File: src/ssf_pkg.sv
/*
 * Shared constants, carrier types and decode helpers for the serial
 * port status flag block. Assumes a 32-bit AHB-Lite register bus and
 * a serial port engine on the same clock as the block.
 */
package ssf_pkg;

	// ----------------------------------------------------------------
	// Bus and register map
	// ----------------------------------------------------------------
	localparam int unsigned DATA_W = 32;
	localparam int unsigned ADDR_W = 32;
	localparam int unsigned OFS_W  = 8;
	localparam logic [OFS_W-1:0] OFS_STATUS   = 8'h00;
	localparam logic [OFS_W-1:0] OFS_RESTART  = 8'h04;
	localparam logic [OFS_W-1:0] OFS_ERRCODE  = 8'h08;
	localparam logic [OFS_W-1:0] OFS_SETTINGS = 8'h0C;
	localparam logic [OFS_W-1:0] OFS_CTRL     = 8'h10;
	localparam logic [OFS_W-1:0] OFS_IRQ_STAT = 8'h14;
	localparam logic [OFS_W-1:0] OFS_IRQ_CLR  = 8'h18;
	localparam logic [OFS_W-1:0] OFS_IRQ_EN   = 8'h1C;
	localparam logic [1:0]       HTRANS_NONSEQ = 2'h2;
	localparam int unsigned      HTRANS_ACT_BIT = 1;

	// ----------------------------------------------------------------
	// Field positions and reset values
	// ----------------------------------------------------------------
	localparam int unsigned UNIT_N        = 8;
	localparam int unsigned CODE_W        = 8;
	localparam int unsigned MODE_W        = 4;
	localparam int unsigned IRQ_W         = 4;
	localparam int unsigned STAT_ERR_BIT  = 0;
	localparam int unsigned STAT_ACT_LSB  = 8;
	localparam int unsigned FLAG_BIT      = 0;
	localparam int unsigned CTRL_MODE_LSB = 0;
	localparam int unsigned CTRL_AUTO_BIT = 4;
	localparam int unsigned CTRL_CLR_BIT  = 5;
	localparam int unsigned CTRL_W        = 6;
	localparam int unsigned CODE_PAR_BIT  = 2;
	localparam int unsigned CODE_FRM_BIT  = 3;
	localparam int unsigned CODE_OVR_BIT  = 4;
	localparam int unsigned CODE_TMO_BIT  = 5;
	localparam int unsigned IRQ_COMM_BIT  = 0;
	localparam int unsigned IRQ_CODE_BIT  = 1;
	localparam int unsigned IRQ_SETD_BIT  = 2;
	localparam int unsigned IRQ_RSTD_BIT  = 3;
	localparam logic [CTRL_W-1:0] CTRL_RST = 6'h00;
	localparam logic [CODE_W-1:0] CODE_RST = 8'h00;
	localparam logic [UNIT_N-1:0] ACT_RST  = 8'h00;
	localparam logic [IRQ_W-1:0]  IRQ_RST  = 4'h0;
	localparam logic [DATA_W-1:0] RD_ZERO  = 32'h00000000;

	// ----------------------------------------------------------------
	// Operating mode codes
	// ----------------------------------------------------------------
	localparam logic [MODE_W-1:0] MODE_PERIPH_BUS = 4'h1;
	localparam logic [MODE_W-1:0] MODE_OTL_1TO1   = 4'h2;
	localparam logic [MODE_W-1:0] MODE_OTL_1TON   = 4'h3;
	localparam logic [MODE_W-1:0] MODE_LINK_POLLD = 4'h7;
	localparam logic [MODE_W-1:0] MODE_LINK_POLLG = 4'h8;

	// ----------------------------------------------------------------
	// Carriers and states
	// ----------------------------------------------------------------
	typedef struct packed {
		logic timeout;
		logic overrun;
		logic framing;
		logic parity;
	} ssf_err_ev_type;

	typedef struct packed {
		ssf_err_ev_type    err;
		logic [UNIT_N-1:0] unit_active;
		logic              setup_instr;
		logic              settings_done;
		logic              restart_done;
	} ssf_port_in_type;

	typedef struct packed {
		logic restart;
		logic settings_busy;
	} ssf_port_out_type;

	typedef enum logic [1:0] {
		RS_IDLE = 2'b01,
		RS_WAIT = 2'b10
	} ssf_rs_state_type;

	// ----------------------------------------------------------------
	// Mode decode helpers
	// ----------------------------------------------------------------
	function automatic logic f_is_link(input logic [MODE_W-1:0] m);
		return (m == MODE_LINK_POLLD) || (m == MODE_LINK_POLLG);
	endfunction

	function automatic logic f_is_otl(input logic [MODE_W-1:0] m);
		return (m == MODE_OTL_1TO1) || (m == MODE_OTL_1TON);
	endfunction

	function automatic logic f_flag_ok(input logic [MODE_W-1:0] m);
		return !(m == MODE_PERIPH_BUS || f_is_otl(m) || f_is_link(m));
	endfunction

	function automatic logic f_code_ok(input logic [MODE_W-1:0] m);
		return !(m == MODE_PERIPH_BUS || m == MODE_OTL_1TON || f_is_link(m));
	endfunction

endpackage

File: src/ssf_ahb_port.sv
/*
 * AHB-Lite slave front end: captures the address phase and presents a
 * write strobe in the data phase. Assumes single word transfers and
 * that the block is the only slave, so hready follows hreadyout.
 */
`timescale 1ns/1ps
module ssf_ahb_port
	import ssf_pkg::*;
(
	input  wire logic                 clk_i,
	input  wire logic                 reset_i,
	input  wire logic                 ce_i,
	input  wire logic                 hsel_i,
	input  wire logic [ssf_pkg::ADDR_W-1:0] haddr_i,
	input  wire logic [1:0]           htrans_i,
	input  wire logic                 hwrite_i,
	input  wire logic                 hready_i,
	output logic                      hreadyout_o,
	output logic                      rd_stb_o,
	output logic                      wr_stb_o,
	output logic [ssf_pkg::OFS_W-1:0] wr_ofs_o
);
	logic                 wr_pend_q;
	logic                 wr_pend_d;
	logic [OFS_W-1:0]     wr_ofs_q;
	logic [OFS_W-1:0]     wr_ofs_d;
	logic                 take;

	// ----------------------------------------------------------------
	// Address phase capture
	// ----------------------------------------------------------------
	// Stalling on ce low keeps the master holding its phase, nothing lost
	always_comb begin
		hreadyout_o = ce_i;
		take        = hsel_i && htrans_i[HTRANS_ACT_BIT] && hready_i && ce_i;
		rd_stb_o    = take && !hwrite_i;
		wr_stb_o    = wr_pend_q && ce_i;
		wr_ofs_o    = wr_ofs_q;
		wr_pend_d   = wr_pend_q;
		wr_ofs_d    = wr_ofs_q;
		if (hready_i && ce_i) begin
			wr_pend_d = take && hwrite_i;
			wr_ofs_d  = haddr_i[OFS_W-1:0];
		end
	end

	always_ff @(posedge clk_i) begin
		if (reset_i) begin
			wr_pend_q <= 1'b0;
			wr_ofs_q  <= '0;
		end else if (ce_i) begin
			wr_pend_q <= wr_pend_d;
			wr_ofs_q  <= wr_ofs_d;
		end
	end

endmodule

File: src/ssf_top.sv
/*
 * Serial port status and control flags: communications error flag,
 * per-unit activity bits, restart request, error code field and
 * settings-changed flag, with an AHB-Lite register file and one
 * interrupt. Assumes the serial port engine runs on clk_i and gives
 * one-cycle event pulses and level activity bits.
 */
// Notes on behaviour
// - A detected communications error sets the error flag; zero means normal.
// - A port restart clears the error flag.
// - The error flag is frozen in peripheral bus, terminal link and link modes.
// - Every flag of the block is zero after reset.
// - Eight activity bits follow units 0 to 7 while in terminal or link mode.
// - Writing 1 to the restart bit restarts the port unless in peripheral bus mode.
// - The restart bit may clear itself when restart processing ends.
// - The error field holds parity, framing, overrun and timeout at bits 2 to 5.
// - A restart may clear the error field.
// - The error field is frozen in peripheral bus, 1:N terminal and link modes.
// - The settings flag stays high while conditions change, then returns low.
// - The setup change instruction sets the settings flag.
`timescale 1ns/1ps
module ssf_top
	import ssf_pkg::*;
(
	input  wire logic                      clk_i,
	input  wire logic                      reset_i,
	input  wire logic                      ce_i,
	input  wire logic                      hsel_i,
	input  wire logic [ssf_pkg::ADDR_W-1:0] haddr_i,
	input  wire logic [1:0]                htrans_i,
	input  wire logic                      hwrite_i,
	input  wire logic [2:0]                hsize_i,
	input  wire logic [ssf_pkg::DATA_W-1:0] hwdata_i,
	input  wire logic                      hready_i,
	output logic                           hreadyout_o,
	output logic                           hresp_o,
	output logic [ssf_pkg::DATA_W-1:0]     hrdata_o,
	input  wire ssf_pkg::ssf_port_in_type  port_i,
	output ssf_pkg::ssf_port_out_type      port_o,
	output logic [ssf_pkg::MODE_W-1:0]     mode_o,
	output logic                           irq_o
);
	logic                 rd_stb;
	logic                 wr_stb;
	logic [OFS_W-1:0]     wr_ofs;
	logic [OFS_W-1:0]     rd_ofs;
	logic                 comm_err_q, comm_err_d;
	logic [UNIT_N-1:0]    act_q, act_d;
	logic                 restart_q, restart_d;
	logic                 req_q, req_d;
	logic [CODE_W-1:0]    code_q, code_d;
	logic                 settings_q, settings_d;
	logic [CTRL_W-1:0]    ctrl_q, ctrl_d;
	logic [IRQ_W-1:0]     irq_stat_q, irq_stat_d;
	logic [IRQ_W-1:0]     irq_en_q, irq_en_d;
	logic [DATA_W-1:0]    hrdata_q, hrdata_d;
	ssf_rs_state_type     rs_q, rs_d;
	logic [MODE_W-1:0]    mode;
	logic                 go;
	logic                 rs_done;
	logic                 comm_ev;
	logic [CODE_W-1:0]    code_ev;
	logic                 flag_ok;
	logic                 code_ok;
	logic [IRQ_W-1:0]     irq_ev;

	// Hsize is not decoded: only whole words are carried
	ssf_ahb_port u_port (
		.clk_i       (clk_i),
		.reset_i     (reset_i),
		.ce_i        (ce_i),
		.hsel_i      (hsel_i),
		.haddr_i     (haddr_i),
		.htrans_i    (htrans_i),
		.hwrite_i    (hwrite_i),
		.hready_i    (hready_i),
		.hreadyout_o (hreadyout_o),
		.rd_stb_o    (rd_stb),
		.wr_stb_o    (wr_stb),
		.wr_ofs_o    (wr_ofs)
	);

	// ----------------------------------------------------------------
	// Event decode
	// ----------------------------------------------------------------
	// Error pulses are folded into field positions once, used twice
	always_comb begin
		mode    = ctrl_q[CTRL_MODE_LSB +: MODE_W];
		flag_ok = f_flag_ok(mode);
		code_ok = f_code_ok(mode);
		comm_ev = |port_i.err;
		code_ev = CODE_RST;
		code_ev[CODE_PAR_BIT] = port_i.err.parity;
		code_ev[CODE_FRM_BIT] = port_i.err.framing;
		code_ev[CODE_OVR_BIT] = port_i.err.overrun;
		code_ev[CODE_TMO_BIT] = port_i.err.timeout;
	end

	// ----------------------------------------------------------------
	// Restart sequencer
	// ----------------------------------------------------------------
	// One restart per write of 1; a level would retrigger endlessly
	always_comb begin
		rs_d    = rs_q;
		go      = 1'b0;
		rs_done = 1'b0;
		case (rs_q)
			RS_IDLE: begin
				if (req_q && mode != MODE_PERIPH_BUS) begin
					go   = 1'b1;
					rs_d = RS_WAIT;
				end
			end
			RS_WAIT: begin
				if (port_i.restart_done) begin
					rs_done = 1'b1;
					rs_d    = RS_IDLE;
				end
			end
			default: rs_d = RS_IDLE;
		endcase
	end

	always_ff @(posedge clk_i) begin
		if (reset_i) begin
			rs_q <= RS_IDLE;
		end else if (ce_i) begin
			rs_q <= rs_d;
		end
	end

	// ----------------------------------------------------------------
	// Flags and registers
	// ----------------------------------------------------------------
	// Hardware sets are applied last so they win over clears
	always_comb begin
		comm_err_d = comm_err_q;
		act_d      = ACT_RST;
		restart_d  = restart_q;
		req_d      = req_q && !go;
		code_d     = code_q;
		settings_d = settings_q;
		ctrl_d     = ctrl_q;
		irq_en_d   = irq_en_q;
		irq_stat_d = irq_stat_q;
		if (f_is_otl(mode) || f_is_link(mode)) begin
			act_d = port_i.unit_active;
		end
		if (rs_done && ctrl_q[CTRL_AUTO_BIT]) begin
			restart_d = 1'b0;
		end
		if (go) begin
			comm_err_d = 1'b0;
			if (ctrl_q[CTRL_CLR_BIT]) begin
				code_d = CODE_RST;
			end
		end
		if (port_i.settings_done) begin
			settings_d = 1'b0;
		end
		if (wr_stb) begin
			case (wr_ofs)
				OFS_RESTART: begin
					restart_d = hwdata_i[FLAG_BIT];
					if (hwdata_i[FLAG_BIT] && mode != MODE_PERIPH_BUS) begin
						req_d = 1'b1;
					end
				end
				OFS_ERRCODE:  code_d     = hwdata_i[CODE_W-1:0];
				OFS_SETTINGS: settings_d = hwdata_i[FLAG_BIT];
				OFS_CTRL:     ctrl_d     = hwdata_i[CTRL_W-1:0];
				OFS_IRQ_CLR:  irq_stat_d = irq_stat_q & ~hwdata_i[IRQ_W-1:0];
				OFS_IRQ_EN:   irq_en_d   = hwdata_i[IRQ_W-1:0];
				default: ;
			endcase
		end
		if (comm_ev && flag_ok) begin
			comm_err_d = 1'b1;
		end
		if (code_ok) begin
			code_d = code_d | code_ev;
		end
		if (port_i.setup_instr) begin
			settings_d = 1'b1;
		end
		irq_ev = IRQ_RST;
		irq_ev[IRQ_COMM_BIT] = comm_ev && flag_ok;
		irq_ev[IRQ_CODE_BIT] = code_ok && (|code_ev);
		irq_ev[IRQ_SETD_BIT] = port_i.settings_done;
		irq_ev[IRQ_RSTD_BIT] = rs_done;
		irq_stat_d = irq_stat_d | irq_ev;
	end

	always_ff @(posedge clk_i) begin
		if (reset_i) begin
			comm_err_q <= 1'b0;
			act_q      <= ACT_RST;
			restart_q  <= 1'b0;
			req_q      <= 1'b0;
			code_q     <= CODE_RST;
			settings_q <= 1'b0;
			ctrl_q     <= CTRL_RST;
			irq_stat_q <= IRQ_RST;
			irq_en_q   <= IRQ_RST;
		end else if (ce_i) begin
			comm_err_q <= comm_err_d;
			act_q      <= act_d;
			restart_q  <= restart_d;
			req_q      <= req_d;
			code_q     <= code_d;
			settings_q <= settings_d;
			ctrl_q     <= ctrl_d;
			irq_stat_q <= irq_stat_d;
			irq_en_q   <= irq_en_d;
		end
	end

	// ----------------------------------------------------------------
	// Read data
	// ----------------------------------------------------------------
	// Sampled in the address phase so hrdata comes from a flop
	always_comb begin
		rd_ofs   = haddr_i[OFS_W-1:0];
		hrdata_d = hrdata_q;
		if (rd_stb) begin
			hrdata_d = RD_ZERO;
			case (rd_ofs)
				OFS_STATUS: begin
					hrdata_d[STAT_ERR_BIT] = comm_err_q;
					hrdata_d[STAT_ACT_LSB +: UNIT_N] = act_q;
				end
				OFS_RESTART:  hrdata_d[FLAG_BIT]     = restart_q;
				OFS_ERRCODE:  hrdata_d[CODE_W-1:0]   = code_q;
				OFS_SETTINGS: hrdata_d[FLAG_BIT]     = settings_q;
				OFS_CTRL:     hrdata_d[CTRL_W-1:0]   = ctrl_q;
				OFS_IRQ_STAT: hrdata_d[IRQ_W-1:0]    = irq_stat_q;
				OFS_IRQ_EN:   hrdata_d[IRQ_W-1:0]    = irq_en_q;
				default: ;
			endcase
		end
	end

	always_ff @(posedge clk_i) begin
		if (reset_i) begin
			hrdata_q <= RD_ZERO;
		end else if (ce_i) begin
			hrdata_q <= hrdata_d;
		end
	end

	// Outputs; the response is always OKAY
	assign hresp_o   = 1'b0;
	assign hrdata_o  = hrdata_q;
	assign mode_o    = mode;
	assign irq_o     = |(irq_stat_q & irq_en_q);
	assign port_o.restart       = go;
	assign port_o.settings_busy = settings_q;
endmodule

File: config.mk
export PLATFORM = sky130hd
export DESIGN_NAME = ssf_top
export DESIGN_NICKNAME = d
export VERILOG_FILES = /design/src/ssf_pkg.sv /design/src/ssf_ahb_port.sv /design/src/ssf_top.sv
export SDC_FILE = /design/constraint.sdc
export NUM_CORES = 1
export LEC_CHECK = 0
export BUFFER_PORTS_ARGS = -buffer_cell sky130_fd_sc_hd__buf_2
export CORE_MARGIN = 1
export CORE_UTILIZATION = 45
export DETAILED_ROUTE_END_ITERATION = 10
export GPL_TIMING_DRIVEN = 1
export PLACE_DENSITY = 0.78
export SETUP_SLACK_MARGIN = 0.02
export SLEW_MARGIN = 10
export SYNTH_ARGS = -nofsm -noshare
export SYNTH_HDL_FRONTEND = slang
export SYNTH_SLANG_ARGS = --single-unit
File: constraint.sdc
create_clock -name clk_i -period 3.02 [get_ports clk_i]
set_clock_uncertainty 0.1 [all_clocks]
set_input_delay 0.151 -clock clk_i [delete_from_list [all_inputs] [get_ports clk_i]]
set_output_delay 0.151 -clock clk_i [all_outputs]
set_load 0.005 [all_outputs]
== Word-level counts from Yosys, hierarchy flattened ==
Index checks and enable logic that the tools add are counted.
Operators by class
  eq/ne operators: 22
  multiplexer cells: 32
  bitwise operators: 5
  reduce and logical (&&, ||, !) cells: 34
Operators by type and width (count)
  8-bit two-way mux: 7
  8-bit by 5-bit == test with 1-bit output (second input constant): 6
  8-bit by 4-bit == test with 1-bit output (second input constant): 4
  8-bit by 3-bit == test with 1-bit output (second input constant): 2
  1-bit two-way mux: 16
  1-bit logical AND: 13
  3-bit case mux with 4 select lines: 1
  3-bit AND reduction: 3
  4-bit bitwise AND: 2
  4-bit by 2-bit == test with 1-bit output (second input constant): 2
  8-bit zero test: 1
  4-bit two-way mux: 2
  8-bit by 6-bit OR with 8-bit output: 1
  2-bit case mux with 2 select lines: 2
  4-bit OR reduction: 2
  1-bit logical OR: 7
  1-bit case mux with 7 select lines: 1
  2-bit two-way mux: 3
  2-bit AND reduction: 3
  4-bit by 1-bit == test with 1-bit output (second input constant): 1
  4-bit by 3-bit == test with 1-bit output (second input constant): 1
  4-bit == test (second input constant): 1
  1-bit zero test: 4
  2-bit != test (second input constant): 2
  6 further kinds: 6
Word-level totals
  register bits: 61
  input port bits: 90
  output and inout port bits: 41
  logic and storage cells: 106

== Longest topological paths before layout ==
  depth after elaboration: 9
  gate-level depth with buffers: 7
  mapped depth without buffers: 4

== By module ==
A second synthesis with hierarchy kept.
Unflattened totals
  cells, all modules: 340
  area total of the unflattened synthesis: 3119.2 µm²
By module, submodules not included
  ssf_top: instances 1, cells each 294, area an instance 2613.8 µm², sequential area each 1041.0 µm²
  ssf_ahb_port: instances 1, cells each 46, area an instance 505.5 µm², sequential area each 180.2 µm²

== Worst setup path before layout ==
OpenSTA, ideal clock, no wires.
  path kind: register to register
  start point: register ctrl_q[1]
  end point: register code_q[0]
  library setup time: 0.070 ns
  arrival: 1.336 ns
  data required time: 2.850 ns
  slack: 1.514 ns
  stages on the path, launching flop included: 5
  buffers on the path: 0
  clock period less this slack: 1.506 ns
  cell sequence: dfxtp_1 -> or4b_4 -> nand4_1 -> nand3_1 -> a21oi_1
Between the ends
  cells in the longest elaborated chain, start to end: 9
  elaborated cells on any way between the ends: 16
  classes of those cells: eq/ne (5); mux (6); bitwise (1); reduce/logical (4)
Ends and longest elaborated chain
  start: declaration: RTL line ssf_top.sv:53  | logic [CTRL_W-1:0] ctrl_q, ctrl_d;
  start signal: assignment: RTL line ssf_top.sv:212  | ctrl_q <= ctrl_d;
  4-bit by 1-bit != test with 1-bit output: RTL line ssf_top.sv:109  | if (req_q && mode != MODE_PERIPH_BUS) begin
  1-bit logical AND: RTL line ssf_top.sv:109
  1-bit two-way mux: RTL line ssf_top.sv:109
  1-bit two-way mux: RTL line ssf_top.sv:107  | case (rs_q)
  8-bit two-way mux: RTL line ssf_top.sv:152  | if (go) begin
  8-bit two-way mux: RTL line ssf_top.sv:162  | case (wr_ofs)
  8-bit two-way mux: RTL line ssf_top.sv:161  | if (wr_stb) begin
  8-bit by 6-bit OR with 8-bit output: RTL line ssf_top.sv:181  | code_d = code_d | code_ev;
  8-bit two-way mux (*): RTL line ssf_top.sv:180  | if (code_ok) begin
  end signal: assignment: RTL line ssf_top.sv:210  | code_q <= code_d;
  end: declaration: RTL line ssf_top.sv:51  | logic [CODE_W-1:0] code_q, code_d;
Mark *: on every way between the ends. The rest lies on a longest branch, timed or not.
A chain may end at the register's enable or synchronous reset.

== Final worst setup path ==
  start point: input port haddr_i[6] (netlist name)
  end point: register hrdata_q[8] (netlist: hrdata_o[8])
Between the ends
  cells in the longest elaborated chain, start to end: 2
Ends and longest elaborated chain
  start: declaration: RTL line ssf_top.sv:29  | input wire logic [ssf_pkg::ADDR_W-1:0] haddr_i,
  8-bit zero test: RTL line ssf_top.sv:227  | case (rd_ofs)
  8-bit two-way mux: RTL line ssf_top.sv:227
  end signal: assignment: RTL line ssf_top.sv:247  | hrdata_q <= hrdata_d;
  end: declaration: RTL line ssf_top.sv:56  | logic [DATA_W-1:0] hrdata_q, hrdata_d;
No other way between the ends.

==> impl_metrics.json <==
{
  "status": "complete, no violations",
  "holdBufCountCts": 18,
  "portBuffers": 61,
  "area_growth_pct": 21.3,
  "worstHoldEndpoint": "act_q[1]",
  "ys.flop_type": "dfxtp_1",
  "cp_max_fo": 8,
  "netlist.area_leader.share_pct": 42.4,
  "io_pins": 131,
  "r2r_end": "code_q[7]",
  "gr-total-overflow": 0,
  "maxSlewViolCount": 0,
  "grt_max_degree": 30,
  "preCtsSetupSlack_ps": 937,
  "combPwrFrac_pct": 7.7,
  "sw_frac_of_total_pct": 22.3,
  "synthArstFlopShare_pct": 0,
  "grt_pass1_wl_um": 11100,
  "power_density_nw_per_um2": 510,
  "grt_pass1_vias": 2360,
  "syn_inst": 323,
  "dr.pass1.iters": 4,
  "grtUsageTotal_pct": 22.3,
  "die_w_um": 82.0,
  "cts_root_buf": "clkbuf_8",
  "grtUsageMet3_pct": 4.00,
  "hp-class": "in -> reg",
  "antenna_found_initial": 0,
  "ys_seq_area_share_pct": 42.4,
  "fmax_ghz": 0.507,
  "cts_made_buffers": 9,
  "p_leak_nw": 1.50,
  "grt_use_met2_pct": 37.5,
  "cts_setup_buffers": 0,
  "ant_nets": 0,
  "syn_avg_cell_area_um2": 8.91,
  "maxSlewHeadroom_pct": 45.9,
  "core_area_um2": 6060,
  "ys_ff_latch": 61,
  "setup_ws_ps": 1050,
  "worst_setup_path_start_kind": "input port",
  "syn-cell-area_um2": 2880,
  "cp-end-kind": "flop",
  "wl_per_cell_um": 15.1,
  "worst_pin_slew_ps": 808,
  "fin_util_pct": 57.6,
  "critPathKind": "in -> reg",
  "totalWireLength_um": 7070,
  "hold_depth": 3,
  "finalSetupViolCount": 0,
  "worstReg2RegStart": "ctrl_q[0]",
  "use_met1_pct": 27.2,
  "maxCapViolations": 0,
  "clockBufferDepth": 2,
  "crit_required_ps": 3200,
  "cts_tree": "built",
  "min_from": "port_i[4]",
  "num_antenna_cells": 0,
  "place.gp.congestion": 0.866,
  "layout_common_cells": "dfxtp_1 (61), buf_2 (61), a21oi_1 (33)",
  "reg2reg_depth": 4,
  "synth_area_leaders": "dfxtp_1 (42%), buf_4 (6.3%), mux2i_1 (5.9%), a21oi_1 (5.7%), nand3_1 (4.3%)",
  "crit_arrival_ps": 2150,
  "tns_ps": 0,
  "drive_gt1_share_pct": 23.9,
  "insertion_delay_ps": 330,
  "first_iter_violations": 127,
  "r2r_slack_ps": 1260,
  "htreeDepth": 3,
  "vdd_ir_drop_max_uv": 273,
  "hold_viol_final": 0,
  "rows": 28,
  "intPower_mw": 1.39,
  "vias": 2548,
  "pwr-share-seq_pct": 46.5,
  "remaining_drc_errors": 0,
  "power.switching_uw": 397,
  "start_util_pct": 47.5,
  "dp.final_hpwl_um": 4970,
  "pwr-share-clk_pct": 45.8,
  "period_share_pct": 65.3,
  "gr-max-usage-layer": "met2",
  "rsz0062_at_grt": "false",
  "fp.dieArea_um2": 6720,
  "synth-warning-count": 0,
  "die_h_um": 82.0,
  "synth_edf_count": 0,
  "vias_per_cell": 5.43,
  "min_period_ps": 1970,
  "ys_types": 46,
  "layout.nets": 479,
  "path_clk_slew_ps": 60,
  "cts.sink_count": 61,
  "synth_area_leader_cell": "dfxtp_1",
  "ctsResizeCount": 0
}
==> cell usage after synthesis, drive strengths merged, types with 2 or more instances <==
cell type,instances
a211oi,2
a21o,2
a21oi,33
a22o,12
a22oi,5
a311oi,2
a32oi,5
and2,2
and3,4
and4b,3
buf,31
clkbuf,10
dfxtp,61
mux2i,17
nand2,31
nand2b,14
nand3,25
nand4,5
nand4b,2
nor2,22
nor2b,6
nor3,4
nor4b,2
o21ai,6
o2bb2ai,3
or4,2
==> cell type report <==
type | count | area [um^2]
clock buffer | 12 | 155
fill | 567 | 2570
inverter | 1 | 3.75
timing repair buffer | 80 | 493
multi-input combinational | 236 | 1450
sequential | 61 | 1220
clock inverter | 4 | 70.1
tap | 75 | 93.8
==> power by group through the flow <==
stage / Combinational (mW) / Clock [mW] / Sequential, mW
3_5_place_dp: 0.118 / 0 / 0.847
3_3_place_gp: 0.115 / 0 / 0.846
4_1_cts: 0.136 / 0.826 / 0.829
2_1_floorplan: 0.0892 / 0 / 0.844
6_report: 0.137 / 0.816 / 0.829
5_1_grt: 0.152 / 0.867 / 0.830
==> state kept, by name (all words and copies together) (netlist names) <==
name,flops
code_q,8
comm_err_q,1
restart_q,1
u_port.wr_pend_q,1
irq_stat_q,4
settings_q,1
hrdata_o,16
irq_en_q,4
req_q,1
ctrl_q,6
u_port.wr_ofs_o,8
act_q,8
rs_q,2
==> stage by stage <==
step | power, mW | hold slack [ps] | cell area (um^2) | cells
2_1_floorplan | 0.933 | 161 | 2940 | 339
3_3_place_gp | 0.961 | 302 | 3090 | 435
3_5_place_dp | 0.965 | 305 | 3090 | 435
4_1_cts | 1.79 | 0.0721 | 3490 | 469
5_1_grt | 1.85 | 19.8 | 3490 | 469
6_report | 1.78 | 6.37 | 3490 | 469
==> routing by layer <==
| layer | wire length, um | vias up |
|---|---|---|
| li1 | - | 1254 |
| met1 | 3170 | 1199 |
| met2 | 3430 | 84 |
| met3 | 357 | 11 |
| met4 | 120 | 0 |
| met5 | 0 | - |
==> cell families (layout without fill, tap and decap cells) <==
group / after synthesis / after routing / share of synthesized area [%]
and+or+nand+nor: 126 / 126 / 24.5
AOI/OAI and AO/OA: 75 / 75 / 17.6
DFF: 61 / 61 / 42.4
buffers and inverters: 42 / 97 / 9.13
muxes: 17 / 17 / 5.91
other: 1 / 17 / 0.130
xor gates and xnor gates: 1 / 1 / 0.304
==> how the worst max path moves through the flow <==
stage | startpoint | to | slack [ps] | cells after the start
floorplan | ctrl_q[1] | code_q[0] | 1510 | 4
global placement | ce_i | hrdata_o[14] | 1020 | 5
detailed placement | ce_i | hrdata_o[9] | 940 | 5
CTS | haddr_i[6] | hrdata_o[9] | 1040 | 6
global route | haddr_i[6] | hrdata_o[8] | 960 | 6
finish | haddr_i[6] | hrdata_o[8] | 1050 | 6
==> worst max-delay path, stage by stage <==
cell and delay, ps:
dlygate4sd3_1 530, buf_2 130, or4_4 560, nor3_4 180, and4b_1 410, a22o_2 190
Note: power is estimated with default switching activity, not from simulation.
